$ cat config.mk
export PLATFORM = sky130hd
export DESIGN_NAME = ipvs_top
export DESIGN_NICKNAME = d
export VERILOG_FILES = /design/src/rtl/ipvs_pkg.sv /design/src/rtl/ipvs_prio_field.sv /design/src/rtl/ipvs_ack_capture.sv /design/src/rtl/ipvs_top.sv
export SDC_FILE = /design/constraint.sdc
export NUM_CORES = 1
export LEC_CHECK = 0
export BUFFER_PORTS_ARGS = -buffer_cell sky130_fd_sc_hd__buf_2
export CAP_MARGIN = 20
export CELL_PAD_IN_SITES_DETAIL_PLACEMENT = 0
export CELL_PAD_IN_SITES_GLOBAL_PLACEMENT = 1
export CORE_UTILIZATION = 48
export CTS_BUF_LIST = sky130_fd_sc_hd__clkbuf_2
export CTS_CLUSTER_SIZE = 24
export DETAILED_ROUTE_END_ITERATION = 16
export PLACE_DENSITY_LB_ADDON = 0.1
export SLEW_MARGIN = 30
export SYNTH_ARGS = -nofsm -noshare
export SYNTH_HDL_FRONTEND = slang
export SYNTH_SLANG_ARGS = --single-unit
$ cat constraint.sdc
create_clock -name clk -period 34.2 [get_ports clk]
set_clock_uncertainty 0.1 [all_clocks]
set_input_delay 1.71 -clock clk [delete_from_list [all_inputs] [get_ports clk]]
set_output_delay 1.71 -clock clk [all_outputs]
set_load 0.01 [all_outputs]
$ cat src/rtl/ipvs_pkg.sv
// Shared constants and carrier types for the interrupt priority block.
package ipvs_pkg;

    // ==========================================================
    // Widths and counts
    localparam int NUM_SRC = 19;
    localparam int ADDR_W  = 4;
    localparam int DATA_W  = 16;
    localparam int PRIO_W  = 3;
    localparam int LVL_W   = 4;
    localparam int VEC_W   = 7;
    localparam int IDX_W   = 5;

    // ==========================================================
    // Register word addresses
    localparam logic [ADDR_W-1:0] REG_RTC  = 4'h0;
    localparam logic [ADDR_W-1:0] REG_CRC  = 4'h1;
    localparam logic [ADDR_W-1:0] REG_LVD  = 4'h2;
    localparam logic [ADDR_W-1:0] REG_CTM  = 4'h3;
    localparam logic [ADDR_W-1:0] REG_SR3  = 4'h4;
    localparam logic [ADDR_W-1:0] REG_MIX  = 4'h5;
    localparam logic [ADDR_W-1:0] REG_SPI  = 4'h6;
    localparam logic [ADDR_W-1:0] REG_CH9  = 4'h7;
    localparam logic [ADDR_W-1:0] REG_TEST = 4'h8;

    // ==========================================================
    // Priority codes
    localparam logic [PRIO_W-1:0] PRIO_OFF   = 3'h0;
    localparam logic [PRIO_W-1:0] PRIO_MIN   = 3'h1;
    localparam logic [PRIO_W-1:0] PRIO_RESET = 3'h4;
    localparam logic [PRIO_W-1:0] PRIO_MAX   = 3'h7;

    // ==========================================================
    // Test register layout
    localparam int TST_PEND_BIT = 15;
    localparam int TST_HOLD_BIT = 13;
    localparam int TST_LVL_LSB  = 8;
    localparam int TST_VEC_LSB  = 0;

    // Vector of source 0; the value is arbitrary, later sources follow.
    localparam logic [VEC_W-1:0] VEC_BASE = 7'h08;

    // ==========================================================
    // Source map, listed from source 18 down to source 0
    localparam logic [NUM_SRC-1:0][ADDR_W-1:0] SRC_REG = {
        REG_CH9, REG_CH9, REG_SPI, REG_SPI, REG_SPI, REG_SPI,
        REG_MIX, REG_MIX, REG_MIX, REG_MIX, REG_SR3, REG_SR3,
        REG_SR3, REG_CTM, REG_LVD, REG_CRC, REG_CRC, REG_CRC,
        REG_RTC};
    localparam logic [NUM_SRC-1:0][3:0] SRC_LSB = {
        4'h0, 4'h4, 4'h0, 4'h4, 4'h8, 4'hc,
        4'h0, 4'h4, 4'h8, 4'hc, 4'h4, 4'h8,
        4'hc, 4'h4, 4'h0, 4'h4, 4'h8, 4'hc,
        4'h8};

    // ==========================================================
    // Carriers
    typedef struct packed {
        logic [ADDR_W-1:0] addr;
        logic [DATA_W-1:0] wdata;
        logic              wr;
        logic              rd;
    } ipvs_bus_req_t;

    typedef struct packed {
        logic              valid;
        logic [PRIO_W-1:0] prio;
        logic [VEC_W-1:0]  vector;
    } ipvs_cpu_req_t;

endpackage

$ cat src/rtl/ipvs_prio_field.sv
// One three-bit source priority field with its reset value.
`timescale 1ns/10ps
module ipvs_prio_field
    import ipvs_pkg::*;
(
    input  wire logic              clk,
    input  wire logic              nrst,
    input  wire logic              wr_en,
    input  wire logic [PRIO_W-1:0] wr_val,
    output logic      [PRIO_W-1:0] prio
);

    typedef struct packed {
        logic [PRIO_W-1:0] prio;
        logic              written;
    } ipvs_field_st_t;

    ipvs_field_st_t st_ff;
    ipvs_field_st_t nxt_st;

    always_comb begin
        nxt_st = st_ff;
        if (wr_en) begin
            nxt_st.prio    = wr_val;
            nxt_st.written = 1'b1;
        end
    end

    always_ff @(posedge clk or negedge nrst) begin
        if (!nrst) begin
            st_ff <= '{prio: PRIO_RESET, written: 1'b0};
        end else begin
            st_ff <= nxt_st;
        end
    end

    assign prio = st_ff.prio;

    chk_reset_value: assert property (
        @(posedge clk) disable iff (!nrst)
        !st_ff.written |-> prio == PRIO_RESET)
        else $error("priority field left its reset value unwritten");

endmodule

$ cat src/rtl/ipvs_ack_capture.sv
// Holds the vector of the most recently acknowledged request.
`timescale 1ns/10ps
module ipvs_ack_capture
    import ipvs_pkg::*;
(
    input  wire logic             clk,
    input  wire logic             nrst,
    input  wire logic             ack,
    input  wire logic             req_valid,
    input  wire logic [VEC_W-1:0] req_vec,
    output logic      [VEC_W-1:0] last_vec
);

    typedef struct packed {
        logic [VEC_W-1:0] last_vec;
    } ipvs_cap_st_t;

    ipvs_cap_st_t st_ff;
    ipvs_cap_st_t nxt_st;

    always_comb begin
        nxt_st = st_ff;
        // An acknowledge with nothing presented carries no vector.
        if (ack && req_valid) begin
            nxt_st.last_vec = req_vec;
        end
    end

    always_ff @(posedge clk or negedge nrst) begin
        if (!nrst) begin
            st_ff <= '0;
        end else begin
            st_ff <= nxt_st;
        end
    end

    assign last_vec = st_ff.last_vec;

    chk_ack_capture: assert property (
        @(posedge clk) disable iff (!nrst)
        (ack && req_valid) |=> last_vec == $past(req_vec))
        else $error("acknowledged vector was not captured");

endmodule

$ cat src/rtl/ipvs_top.sv
// Priority fields, request arbitration and test register of the block.
//
// Our own choices: the address-and-strobe port and the placing of the registers.
`timescale 1ns/10ps
module ipvs_top
    import ipvs_pkg::*;
(
    input  wire logic                clk,
    input  wire logic                nrst,
    input  wire ipvs_bus_req_t       bus,
    output logic      [DATA_W-1:0]   rdata,
    input  wire logic [NUM_SRC-1:0]  src_req,
    input  wire logic [LVL_W-1:0]    cpu_level,
    input  wire logic                irq_ack,
    output ipvs_cpu_req_t            irq
);

    // ==========================================================
    // State
    typedef struct packed {
        ipvs_cpu_req_t     irq;
        logic              hold;
        logic [DATA_W-1:0] rdata;
    } ipvs_top_st_t;

    ipvs_top_st_t st_ff;
    ipvs_top_st_t nxt_st;

    logic [NUM_SRC-1:0][PRIO_W-1:0] src_prio;
    logic [VEC_W-1:0]               last_vec;

    // ==========================================================
    // Priority fields
    // Each field owns only its three bits, so writes elsewhere in a
    // word fall on nothing and the unused positions stay zero.
    genvar gi;
    generate
        for (gi = 0; gi < NUM_SRC; gi = gi + 1) begin : g_field
            logic              fld_wr;
            logic [PRIO_W-1:0] fld_val;

            assign fld_wr  = bus.wr && (bus.addr == SRC_REG[gi]);
            assign fld_val = bus.wdata[SRC_LSB[gi] +: PRIO_W];

            ipvs_prio_field u_field (
                .clk    (clk),
                .nrst   (nrst),
                .wr_en  (fld_wr),
                .wr_val (fld_val),
                .prio   (src_prio[gi])
            );
        end
    endgenerate

    // ==========================================================
    // Arbitration
    // Ties go to the lowest source number, which keeps the choice
    // stable when several sources share a level.
    logic             best_v;
    logic [PRIO_W-1:0] best_p;
    logic [IDX_W-1:0] best_i;

    always_comb begin
        best_v = 1'b0;
        best_p = PRIO_OFF;
        best_i = '0;
        for (int i = 0; i < NUM_SRC; i++) begin
            if (src_req[i] && (src_prio[i] != PRIO_OFF) &&
                ({1'b0, src_prio[i]} > cpu_level) &&
                (src_prio[i] > best_p)) begin
                best_v = 1'b1;
                best_p = src_prio[i];
                best_i = IDX_W'(i);
            end
        end
    end

    // ==========================================================
    // Last acknowledged vector
    ipvs_ack_capture u_capture (
        .clk       (clk),
        .nrst      (nrst),
        .ack       (irq_ack),
        .req_valid (st_ff.irq.valid),
        .req_vec   (st_ff.irq.vector),
        .last_vec  (last_vec)
    );

    // ==========================================================
    // Read data
    logic [DATA_W-1:0] rd_val;

    always_comb begin
        rd_val = '0;
        for (int i = 0; i < NUM_SRC; i++) begin
            if (SRC_REG[i] == bus.addr) begin
                rd_val = rd_val | (DATA_W'(src_prio[i]) << SRC_LSB[i]);
            end
        end
        if (bus.addr == REG_TEST) begin
            rd_val[TST_PEND_BIT] = st_ff.irq.valid;
            rd_val[TST_HOLD_BIT] = st_ff.hold;
            rd_val[TST_LVL_LSB +: LVL_W] = cpu_level;
            rd_val[TST_VEC_LSB +: VEC_W] = st_ff.hold ? last_vec
                                         : st_ff.irq.vector;
        end
    end

    // ==========================================================
    // Next state
    always_comb begin
        nxt_st = st_ff;
        // The request drops for one cycle after an acknowledge so the
        // core can raise its level before the next pick is shown.
        nxt_st.irq.valid  = best_v && !irq_ack;
        nxt_st.irq.prio   = (best_v && !irq_ack) ? best_p : PRIO_OFF;
        nxt_st.irq.vector = (best_v && !irq_ack)
                          ? VEC_BASE + VEC_W'(best_i) : '0;
        if (bus.wr && (bus.addr == REG_TEST)) begin
            nxt_st.hold = bus.wdata[TST_HOLD_BIT];
        end
        nxt_st.rdata = bus.rd ? rd_val : '0;
    end

    always_ff @(posedge clk or negedge nrst) begin
        if (!nrst) begin
            st_ff <= '0;
        end else begin
            st_ff <= nxt_st;
        end
    end

    assign irq   = st_ff.irq;
    assign rdata = st_ff.rdata;

    // ==========================================================
    // Checks
    logic any_top;
    logic all_off;

    always_comb begin
        any_top = 1'b0;
        all_off = 1'b1;
        for (int i = 0; i < NUM_SRC; i++) begin
            if (src_req[i] && (src_prio[i] == PRIO_MAX)) begin
                any_top = 1'b1;
            end
            if (src_prio[i] != PRIO_OFF) begin
                all_off = 1'b0;
            end
        end
    end

    chk_top_wins: assert property (
        @(posedge clk) disable iff (!nrst)
        (any_top && (cpu_level < 4'h7) && !irq_ack)
        |=> irq.valid && (irq.prio == PRIO_MAX))
        else $error("priority seven source did not win");

    chk_above_level: assert property (
        @(posedge clk) disable iff (!nrst)
        irq.valid |-> ({1'b0, irq.prio} > $past(cpu_level)) &&
                      (irq.prio >= PRIO_MIN))
        else $error("request shown at or below core level");

    chk_disabled_quiet: assert property (
        @(posedge clk) disable iff (!nrst)
        all_off |=> !irq.valid)
        else $error("request raised with every source disabled");

    chk_unused_zero: assert property (
        @(posedge clk) disable iff (!nrst)
        (bus.rd && (bus.addr == REG_RTC))
        |=> (rdata[15:11] == 5'h00) && (rdata[7:0] == 8'h00))
        else $error("unused calendar register bits read nonzero");

    chk_rtc_field: assert property (
        @(posedge clk) disable iff (!nrst)
        (bus.wr && (bus.addr == REG_RTC))
        ##1 (bus.rd && (bus.addr == REG_RTC))
        |=> rdata[10:8] == $past(bus.wdata[10:8], 2))
        else $error("calendar clock field did not read back");

    chk_supply_field: assert property (
        @(posedge clk) disable iff (!nrst)
        (bus.rd && (bus.addr == REG_LVD))
        |=> (rdata[15:3] == 13'h0000) &&
            (rdata[2:0] == $past(src_prio[4])))
        else $error("supply monitor register read wrong");

    chk_ch9_layout: assert property (
        @(posedge clk) disable iff (!nrst)
        (bus.rd && (bus.addr == REG_CH9))
        |=> (rdata[15:7] == 9'h000) && (rdata[3] == 1'b0) &&
            (rdata[6:4] == $past(src_prio[17])) &&
            (rdata[2:0] == $past(src_prio[18])))
        else $error("channel 9 register read wrong");

    chk_vector_shown: assert property (
        @(posedge clk) disable iff (!nrst)
        (bus.rd && (bus.addr == REG_TEST) && !st_ff.hold)
        |=> rdata[6:0] == $past(irq.vector))
        else $error("test register did not show pending vector");

    chk_pending_bit: assert property (
        @(posedge clk) disable iff (!nrst)
        (bus.rd && (bus.addr == REG_TEST))
        |=> rdata[15] == $past(irq.valid))
        else $error("pending bit does not follow the request");

    chk_level_report: assert property (
        @(posedge clk) disable iff (!nrst)
        (bus.rd && (bus.addr == REG_TEST))
        |=> rdata[11:8] == $past(cpu_level))
        else $error("core level field read wrong");

    chk_ack_drops: assert property (
        @(posedge clk) disable iff (!nrst)
        irq_ack |=> !irq.valid)
        else $error("request stayed up after acknowledge");

endmodule

# Word-level counts from Yosys, hierarchy flattened
# Cells that the tools add are included.
# Widths: inputs -> output; s select.
# classes
add_sub_neg	1
magnitude_cmp	38
n_eq_ne	15
mux	83
bitwise_logic	18
reduce_logical	89
# op_table
operator	count
$mux 16	19
$or 16x7->16	6
$gt 3x4->1	19
$mux 3	24
$logic_and 1x1->1	68
$or 16x11->16	4
$or 16x15->16	4
$or 16x3->16	4
$reduce_bool 3->1	19
$mux 5	11
$gt 3x3->1	18
$mux 1	22
$eq 3x4->1 const A	4
$eq 4x3->1 const B	4
$mux 6	2
$mux 11	1
$eq 2x4->1 const A	2
$eq 4x2->1 const B	2
$mux 7	1
$add 4x5->6 const A	1
$eq 1x4->1 const A	1
$eq 4x1->1 const B	1
$eq 4x4->1 const B	1
$logic_not 4->1	1
other kinds (4)	5
# word_totals
ff_bits	90
input_bits	48
word_cells	269

# Depth between registers and ports, before layout
# Gate-level depths: netlist of run 1.
# depth
word_depth	61
mapped_depth	142
depth_no_buf	140

# Hierarchy
# Synthesis of run 1 repeated with hierarchy kept, for this count alone.
# hier_totals
cells_unflattened	923
area_unflattened_um2	8410.6
# modules_own_cells
mod	n_inst	cells_each	area_per_inst_um2
ipvs_top	1	794	6058.3
ipvs_prio_field	19	6	110.1
ipvs_ack_capture	1	15	260.2

# Least setup slack after synthesis of run 1
# No wires, ideal clock.
# synth_timing
kind	in2reg
start	in cpu_level[2]
end	reg st_ff, in the netlist irq[4]
setup_ns	0.121
arrival_ns	26.696
required_ns	33.979
path_slack_ns	7.283
cell_stages	133
path_cell_list	inv_1 ha_1 and3_4 a2111oi_4 nand2_1 buf_2 ha_1 nand3b_1 a22o_1 or3_1 nand2_1 o21ai_0 ha_1 nor2_1 a221oi_1 a211oi_1 or3_1 and2_1 (+97 left out) nor2_1 mux2i_1 ha_1 nor2b_1 o21a_1 o221ai_1 inv_1 o21a_1 ha_1 nor2b_1 o21a_1 o221ai_1 and3_1 inv_1 nor2_1 ha_1 inv_1 nor2_1
# synth_lines
element	line	source
from (decl)	ipvs_top.sv:13	input wire logic [LVL_W-1:0] cpu_level,
to (signal assigned)	ipvs_top.sv:129	st_ff <= nxt_st;
to (decl)	ipvs_top.sv:26	ipvs_top_st_t st_ff;

==> impl_metrics.tcl, run 1 <==
set metrics [dict create \
    n_antenna_cell 0 \
    grt_pass1_vias 6783 \
    ctsRootBufferMaster "clkbuf_2" \
    powerDensity_nw_per_um2 55.8 \
    yosysWarnings 0 \
    rsz0062_at_grt "no" \
    critPathMaxFanout 20 \
    synth_most_common_cell "ha_1" \
    crit_arrival_ns 30.85 \
    cp_data_required_time_ns 34.59 \
    switchingPower_uw 230 \
    min_period_ns 30.46 \
    start_util_pct 49.9 \
    synthTopCellsByArea "dfrtp_1 21%, ha_1 12%, mux2_2 9.1%, dfstp_2 6.0%, nand2_1 3.1%" \
    synth_edf_count 0 \
    ys_top_cells_by_count "82 x ha_1, 70 x dfrtp_1, 69 x nand2_1" \
    worstMarginPinSlew_ns 0.730 \
    synth_seq_cells 89 \
    drive_above_1_share_pct 21.3 \
    core_um2 16800 \
    placed_cell_area_um2 8760 \
    drt_iter0_markers 420 \
    fmax_ghz 0.0328 \
    track_usage_pct 27.5 \
    period_share_pct 89.1 \
    cts-hold-fix-buffers 0 \
    viasPerCell 6.15 \
    num-nets-final 1104 \
    antenna_found_initial 0 \
    stdcell_area_um2 8880 \
    cts_resized 0 \
    routedWlPerCell_um 20.1 \
    grt_max_degree 56 \
    yosysTopAreaCellShare_pct 20.9 \
    htree_levels 3 \
    final-hold-violation-count 0 \
    syn_avg_cell_area_um2 8.92 \
    maxCapViolations 0 \
    slowest_delay_ns 0.57 \
    yosysUniqueCellTypes 93 \
    relSlewSlack_pct 50.9 \
    tritoncts "built" \
    io_buffers 68 \
    netlist_area_um2 8390 \
    dp_hpwl_mm 18.6 \
    drt_pass1_iterations 5 \
    comb_power_share_pct 54.5 \
    detailroute.via_count 7378 \
    switching_share_pct 46.3 \
    min_path_type "register to register" \
    crit_family "compound AO/OA/AOI/OAI gates" \
    synth_cells 941 \
    clk_pin_slew_ns 0.24 \
    async_reset_ff_share_pct 100 \
    grt_first_pass_wirelength_mm 38.2 \
    crit_type "input port to register" \
    timing.critical_path.buf_inv 9 \
    postCtsSetupBuffers 0 \
    status "completed" \
    dieArea_um2 18000 \
    overflow 0 \
    syn2layout_area_growth_pct 5.83 \
    io_pins 75 \
    finalNonFillerCells 1199 \
    die_x_um 134 \
    worst_path_most_repeated_cell "nor2_1" \
    finalSetupViolations 0 \
    yosysSeqAreaShare_pct 26.8 \
    slew_viol_final 0 \
    cts.path.max_buffers 2 \
    start_kind "input port" \
    cts.sinks 89 \
    clkPwrFrac_pct 11.1 \
    ant_nets 0 \
    row_count 47 \
    p_int_uw 266 \
    dp.cells 1183 \
    die_y_um 134 \
    clk_latency_ns 0.55 \
    ir_drop_uv 24.6 \
    seq_power_share_pct 34.4 \
    end_kind "register" \
    leakagePower_uw 0.00403 \
    setup_tns_ns 0 \
    remaining_drc_errors 0 \
    wl_mm 24.1 \
    gp_congestion 0.870 \
    synth_top_area_cell "dfrtp_1" \
    synth_flop_cell "dfrtp_1" \
    cts-buffers-inserted 9 \
    crit_slowest_cell "o221ai_1" \
]
[state kept, by name (all words and copies together) (netlist names)]
register	count
st_ff	1
g_field.u_field.prio	57
rdata	15
u_capture.last_vec	6
irq	10
[worst register-to-register path: cells and delay by family (launching register included)]
kind	cells	cell delay, ns
muxes	4	1.31
and+or+nand+nor	50	8.13
buffers and inverters	7	0.79
adders and majority gates	22	6.54
DFF	1	0.64
AOI/OAI and AO/OA	52	11.90
[placed cells by master (no fill, tap or decap), drive strengths merged, types with 6 or more instances in the layout]
cell type | netlist | final
o31ai | 12 | 12
inv | 57 | 59
dfstp | 19 | 19
and3 | 16 | 16
o21a | 16 | 16
nand3b | 14 | 14
ha | 82 | 82
a211oi | 16 | 16
nor4 | 8 | 8
o2111ai | 9 | 9
nor2b | 30 | 30
a22o | 6 | 6
o211a | 6 | 6
a21oi | 41 | 41
and2 | 11 | 11
o211ai | 8 | 8
nor3 | 20 | 20
nand3 | 36 | 36
a31oi | 11 | 11
nand2 | 70 | 70
mux2 | 68 | 68
buf | 31 | 74
o21ai | 59 | 59
a222oi | 10 | 10
mux2i | 14 | 14
dfrtp | 70 | 70
nor2 | 58 | 58
clkbuf | 22 | 9
or3 | 8 | 8
a21o | 13 | 13
[worst paths after layout]
| check | end | slack, ns | start | cells past startpoint |
|---|---|---|---|---|
| max in group asynchronous | g_field[12].u_field.prio[0] | 31.96 | nrst | 2 |
| min in group asynchronous | g_field[0].u_field.prio[0] | 0.97 | nrst | 1 |
| min reg2reg | u_capture.last_vec[3] | 0.44 | u_capture.last_vec[3] | 1 |
| min | u_capture.last_vec[3] | 0.44 | u_capture.last_vec[3] | 1 |
| max | irq[4] | 3.74 | cpu_level[0] | 137 |
| max reg2reg | irq[4] | 4.67 | g_field[0].u_field.prio[2] | 135 |
[layer usage]
metal  global-route usage [%]  vias up  routed length (µm)
li1                         -     3625                   -
met1                     41.0     3557               12100
met2                     43.7      182               10700
met3                     2.08       14                1040
met4                     4.81        0                 253
met5                        0        -                   0
[power groups by stage]
| stage | Clock, µW | Sequential (µW) | Combinational (µW) |
|---|---|---|---|
| 2_1_floorplan | 0 | 153 | 217 |
| 4_1_cts | 55.9 | 170 | 270 |
| 3_5_place_dp | 0 | 172 | 268 |
| 3_3_place_gp | 0 | 172 | 265 |
| 6_report | 55.0 | 170 | 270 |
| 5_1_grt | 60.6 | 174 | 306 |
[through the flow]
stage | hold slack [ns] | worst slack (ns) | utilization [%] | total power [µW]
after floorplan | 0.374 | 7.28 | - | 369
after global placement | 0.383 | 3.27 | 52.1 | 438
after detailed placement | 0.397 | 3.34 | 52.1 | 441
after CTS | 0.444 | 3.87 | 52.8 | 496
after global routing | 0.459 | 1.06 | 52.8 | 541
final | 0.442 | 3.74 | 52.8 | 496
[logic make-up after synthesis]
logic type | share of synthesized area [%]
fa+ha+maj | 12.7
compound gates | 24.2
mux | 11.3
other cells | 0.0447
buf+inv | 6.20
simple gates | 18.6
flops | 26.8
[area by class of cell]
type	instances	area (µm²)
clock buffer	9	45.0
multi-input combinational	743	5640
timing repair buffer	74	388
fill	1657	7940
sequential	89	2250
inverter	57	214
tap	220	275
clock inverter	7	68.8
Power figures use the tool's default switching activity.
==> run 2, diff against run 1 <==
--- a/config.mk
+++ b/config.mk
@@ -9,10 +9,12 @@
 export CAP_MARGIN = 20
 export CELL_PAD_IN_SITES_DETAIL_PLACEMENT = 0
 export CELL_PAD_IN_SITES_GLOBAL_PLACEMENT = 1
+export CORE_MARGIN = 2
 export CORE_UTILIZATION = 48
 export CTS_BUF_LIST = sky130_fd_sc_hd__clkbuf_2
 export CTS_CLUSTER_SIZE = 24
 export DETAILED_ROUTE_END_ITERATION = 16
+export MAX_ROUTING_LAYER = met4
 export PLACE_DENSITY_LB_ADDON = 0.1
 export SLEW_MARGIN = 30
 export SYNTH_ARGS = -nofsm -noshare
==> run 2 against run 1 <==
Maximum frequency decreased by 0.45%. Sequential share of layout area decreased by 0.19 points. Combinational power about the same. Non-clock buffer count unchanged. Clock-buffer cell count unchanged. Die area increased by 3.0%. Clock power increased by 35%. Sequential cell count unchanged. Hold slack got worse by 0.00089 ns. Wire length increased by 1.6%. Largest power group unchanged.
==> impl_metrics.tcl, run 2 (synthesis gave the netlist of run 1 again) <==
set metrics [dict create \
    n_antenna_cell 0 \
    switching_share_pct 45.4 \
    ir_drop_uv 27.3 \
    wl_mm 24.5 \
    num-nets-final 1104 \
    dp_hpwl_mm 18.9 \
    final_common_cell "ha_1" \
    fin_util_pct 52.1 \
    drt_iter0_markers 577 \
    postCtsSetupBuffers 0 \
    min_period_ns 30.60 \
    ant_nets 0 \
    period_share_pct 89.5 \
    critPathMaxFanout 20 \
    clk_pin_slew_ns 0.26 \
    start_kind "input port" \
    largest_register_ffs 57 \
    dp.cells 1188 \
    drt_pass1_iterations 6 \
    hold_depth 1 \
    routedWlPerCell_um 20.3 \
    comb_power_share_pct 52.6 \
    relSlewSlack_pct 47.2 \
    hp-start "u_capture.last_vec[2]" \
    worst_path_most_repeated_cell "nor2_1" \
    viasPerCell 6.21 \
    min_path_type "register to register" \
    p_int_uw 282 \
    status "completed" \
    tritoncts "built" \
    leakagePower_uw 0.00406 \
    cts.path.max_buffers 2 \
    start_util_pct 48.8 \
    fmax_ghz 0.0327 \
    end_kind "register" \
    cts.sinks 89 \
    gp_congestion 0.909 \
    rsz0062_at_grt "no" \
    switchingPower_uw 235 \
    syn2layout_area_growth_pct 6.64 \
    finalNonFillerCells 1204 \
    die_y_um 136 \
    cts-hold-fix-buffers 0 \
    detailroute.via_count 7477 \
    min_to "u_capture.last_vec[2]" \
    htree_levels 3 \
    final_cell_mix "82 x ha_1, 70 x dfrtp_1, 69 x nand2_1" \
    track_usage_pct 27.7 \
    cp_data_required_time_ns 34.62 \
    reg2reg_to "irq[4]" \
    cts_resized 0 \
    grt_first_pass_wirelength_mm 38.5 \
    maxCapViolations 0 \
    slowest_delay_ns 0.54 \
    grt_pass1_vias 6882 \
    die_x_um 136 \
    seq_power_share_pct 33.0 \
    reg2reg_from "g_field[0].u_field.prio[2]" \
    grt_max_degree 51 \
    crit_slowest_cell "o221ai_1" \
    slew_viol_final 0 \
    overflow 0 \
    clkPwrFrac_pct 14.4 \
    antenna_found_initial 0 \
    core_um2 17200 \
    worstMarginPinSlew_ns 0.785 \
    row_count 48 \
    setup_tns_ns 0 \
    io_pins 75 \
    reg2reg_depth 135 \
    io_buffers 68 \
    crit_type "input port to register" \
    clk_latency_ns 0.58 \
    crit_arrival_ns 31.02 \
    final-hold-violation-count 0 \
    cts-buffers-inserted 9 \
    holdWs_ns 0.441 \
    dieArea_um2 18600 \
    powerDensity_nw_per_um2 57.8 \
    finalSetupViolations 0 \
    rrSetupSlack_ns 4.50 \
    remaining_drc_errors 0 \
    ctsRootBufferMaster "clkbuf_2" \
    drive_above_1_share_pct 21.6 \
]
run 2: changes by cell type in the layout (fill, tap and decap cells not counted):
cell / delta
inv_8: +2
clkinv_2: -1
clkinv_1: -2
clkinv_4: -1
bufinv_16: +2
run 2: power groups by stage:
stage,clock network (µW),logic [µW],registers (µW)
final,74.5,272,171
after global routing,79.4,306,175
after CTS,75.2,271,170
after detailed placement,0,269,172
after global placement,0,267,172
after floorplan,0,217,153
run 2: worst max-delay path by stage:
stage                         to  slack [ns]          from  depth (start not counted)
after floorplan           irq[4]        7.28  cpu_level[2]                        133
after global placement    irq[4]        3.24  cpu_level[0]                        134
after global routing      irq[4]        1.13  cpu_level[0]                        137
after CTS                 irq[4]        3.78  cpu_level[0]                        137
after detailed placement  irq[4]        3.28  cpu_level[0]                        137
final                     irq[4]        3.60  cpu_level[0]                        137
run 2: stage by stage:
stage	cell area (µm²)	total power, µW	worst slack, ns
6_report	8950	517	3.60
5_1_grt	8950	560	1.13
4_1_cts	8950	516	3.78
3_5_place_dp	8770	442	3.28
3_3_place_gp	8760	439	3.24
2_1_floorplan	8390	369	7.28
run 2: worst max-delay path: cells and delay by family:
kind / cells / cell delay [ns]
multiplexers: 4 / 1.33
adder cells (fa/ha/maj): 22 / 6.54
AO/OA/AOI/OAI: 52 / 11.92
buffers and inverters: 9 / 1.19
AND/OR/NAND/NOR: 50 / 8.25
run 2: layer usage:
layer	up-vias	wire length (µm)	global-route usage (%)
met4	0	252	5.61
li1	3618	-	-
met5	-	0	-
met2	216	11200	43.1
met3	17	1260	2.83
met1	3626	11800	39.3
run 2: area by class of cell:
class	instances	area (µm²)
clock buffer	9	45.0
clock inverter	7	130
fill	1659	8230
inverter	57	214
multi-input combinational	743	5640
sequential	89	2250
tap	225	282
timing repair buffer	74	388
==> run 3, diff against run 2 <==
--- a/config.mk
+++ b/config.mk
@@ -19,4 +19,5 @@
 export SLEW_MARGIN = 30
 export SYNTH_ARGS = -nofsm -noshare
 export SYNTH_HDL_FRONTEND = slang
+export SYNTH_HIERARCHICAL = 1
 export SYNTH_SLANG_ARGS = --single-unit
==> run 3 against run 2 <==
Final area is 0.13% lower. Sequential cell count rose by 1. Clock power down 19%. Via count is 3.2% lower. Global-route usage shrank 0.93 points. Combinational power barely moved. Worst setup slack got worse by 0.18 ns. Power decreased by 1.4%. Critical path type unchanged. Largest power group unchanged.
==> impl_metrics.tcl, run 3 <==
set metrics [dict create \
    largest_register_ffs 57 \
    dp_hpwl_mm 18.7 \
    powerDensity_nw_per_um2 57.1 \
    holdWs_ns 0.436 \
    yosysWarnings 6 \
    drive_above_1_share_pct 23.1 \
    cts.sinks 90 \
    wl_mm 23.7 \
    final_cell_mix "82 x ha_1, 72 x mux2_2, 71 x dfrtp_1" \
    postCtsSetupBuffers 0 \
    ctsRootBufferMaster "clkbuf_2" \
    synth_edf_count 0 \
    antenna_found_initial 0 \
    ys_top_cells_by_count "82 x ha_1, 72 x mux2_2, 71 x dfrtp_1" \
    setup_tns_ns 0 \
    async_reset_ff_share_pct 100 \
    final_common_cell "ha_1" \
    placed_cell_area_um2 8800 \
    maxCapViolations 0 \
    grt_pass1_vias 6767 \
    hold_depth 1 \
    cts-hold-fix-buffers 0 \
    viasPerCell 6.07 \
    dieArea_um2 18600 \
    reg2reg_from "g_field[0].u_field/prio[2]" \
    min_path_type "register to register" \
    synth_top_area_cell "dfrtp_1" \
    yosysUniqueCellTypes 101 \
    gp_congestion 0.849 \
    drt_iter0_markers 465 \
    min_period_ns 30.78 \
    netlist_area_um2 8410 \
    crit_arrival_ns 31.12 \
    multi_input_area_um2 5660 \
    row_count 48 \
    synth_most_common_cell "ha_1" \
    hp-start "u_capture/last_vec[0]" \
    worstMarginPinSlew_ns 0.873 \
    slew_viol_final 0 \
    ir_drop_uv 32.5 \
    period_share_pct 90.0 \
    track_usage_pct 26.8 \
    remaining_drc_errors 0 \
    die_x_um 136 \
    io_pins 75 \
    relSlewSlack_pct 41.8 \
    finalNonFillerCells 1193 \
    start_util_pct 48.8 \
    synth_flop_cell "dfrtp_1" \
    dp.cells 1177 \
    reg2reg_depth 134 \
    yosysTopAreaCellShare_pct 21.1 \
    num-nets-final 1093 \
    drt_pass1_iterations 5 \
    min_to "u_capture/last_vec[0]" \
    cts.path.max_buffers 2 \
    detailroute.via_count 7236 \
    final-hold-violation-count 0 \
    fin_util_pct 51.8 \
    fmax_ghz 0.0325 \
    ant_nets 0 \
    leakagePower_uw 0.00398 \
    worst_path_most_repeated_cell "nor2_1" \
    crit_type "input port to register" \
    grt_first_pass_wirelength_mm 37.3 \
    syn2layout_area_growth_pct 6.23 \
    syn_avg_cell_area_um2 9.11 \
    start_kind "input port" \
    cp_data_required_time_ns 34.55 \
    synth_seq_cells 90 \
    cts_resized 0 \
    die_y_um 136 \
    rrSetupSlack_ns 4.44 \
    status "completed" \
    crit_slowest_cell "a221oi_1" \
    finalSetupViolations 0 \
    clk_latency_ns 0.57 \
    synthTopCellsByArea "dfrtp_1 21%, ha_1 12%, mux2_2 9.6%, dfstp_2 5.9%, nor2_1 3.0%" \
    htree_levels 3 \
    end_kind "register" \
    stdcell_area_um2 8930 \
    cts-buffers-inserted 9 \
    critPathMaxFanout 20 \
    grt_max_degree 47 \
    slowest_delay_ns 0.72 \
    io_buffers 68 \
    reg2reg_to "irq[7]" \
    overflow 0 \
    clk_pin_slew_ns 0.21 \
    core_um2 17200 \
    synth_cells 923 \
    routedWlPerCell_um 19.8 \
    yosysSeqAreaShare_pct 27.1 \
    n_antenna_cell 0 \
    rsz0062_at_grt "no" \
    regArea_um2 2280 \
    tritoncts "built" \
    fillers 1644 \
]
## run 3: worst max-delay path by stage
stage,startpoint,end,slack (ns),depth (start not counted)
after floorplan,cpu_level[2],irq[4],7.09,133
after global placement,cpu_level[0],irq[7],2.92,135
after detailed placement,cpu_level[0],irq[4],2.97,136
after CTS,cpu_level[0],irq[4],3.48,136
after global routing,cpu_level[0],irq[7],0.96,135
final,cpu_level[0],irq[7],3.42,135
## run 3: cell type report
class | instances | share of cell area, %
multi-input combinational | 734 | 63.3
sequential | 90 | 25.5
timing repair buffer | 72 | 4.17
tap | 225 | 3.15
inverter | 56 | 2.35
clock inverter | 5 | 0.896
clock buffer | 11 | 0.616
## run 3: per-layer routing
metal / global-route usage [%] / share of wire [%]
met1: 38.6 / 50
met2: 41.8 / 45
met3: 2.95 / 3.8
met4: 3.30 / 0.78
met5: - / 0
## run 3: worst max-delay path: cells and delay by family
kind                     cells  cell delay, ns
AO/OA/AOI/OAI               54           13.05
AND/OR/NAND/NOR             49            7.31
adder cells (fa/ha/maj)     21            6.13
multiplexers                 5            1.79
buffers and inverters        6            1.04
## run 3: cell families after synthesis
| family | share of synthesized area (%) |
|---|---|
| AND/OR/NAND/NOR | 19.4 |
| AO/OA/AOI/OAI | 23.2 |
| buffers and inverters | 5.80 |
| multiplexers | 11.8 |
| flip-flops | 27.1 |
| adder cells (fa/ha/maj) | 12.6 |
| other | 0.0446 |
## run 3: where the power goes
part           internal, µW  total [µW]  switching (µW)
Clock                  24.7        60.1            35.4
Sequential              134         176            42.3
Combinational           121         273             153
## run 3: stage by stage
stage / setup slack (ns) / power, µW
after floorplan: 7.09 / 376
after detailed placement: 2.97 / 450
after CTS: 3.48 / 510
final: 3.42 / 510
after global placement: 2.92 / 447
after global routing: 0.959 / 554
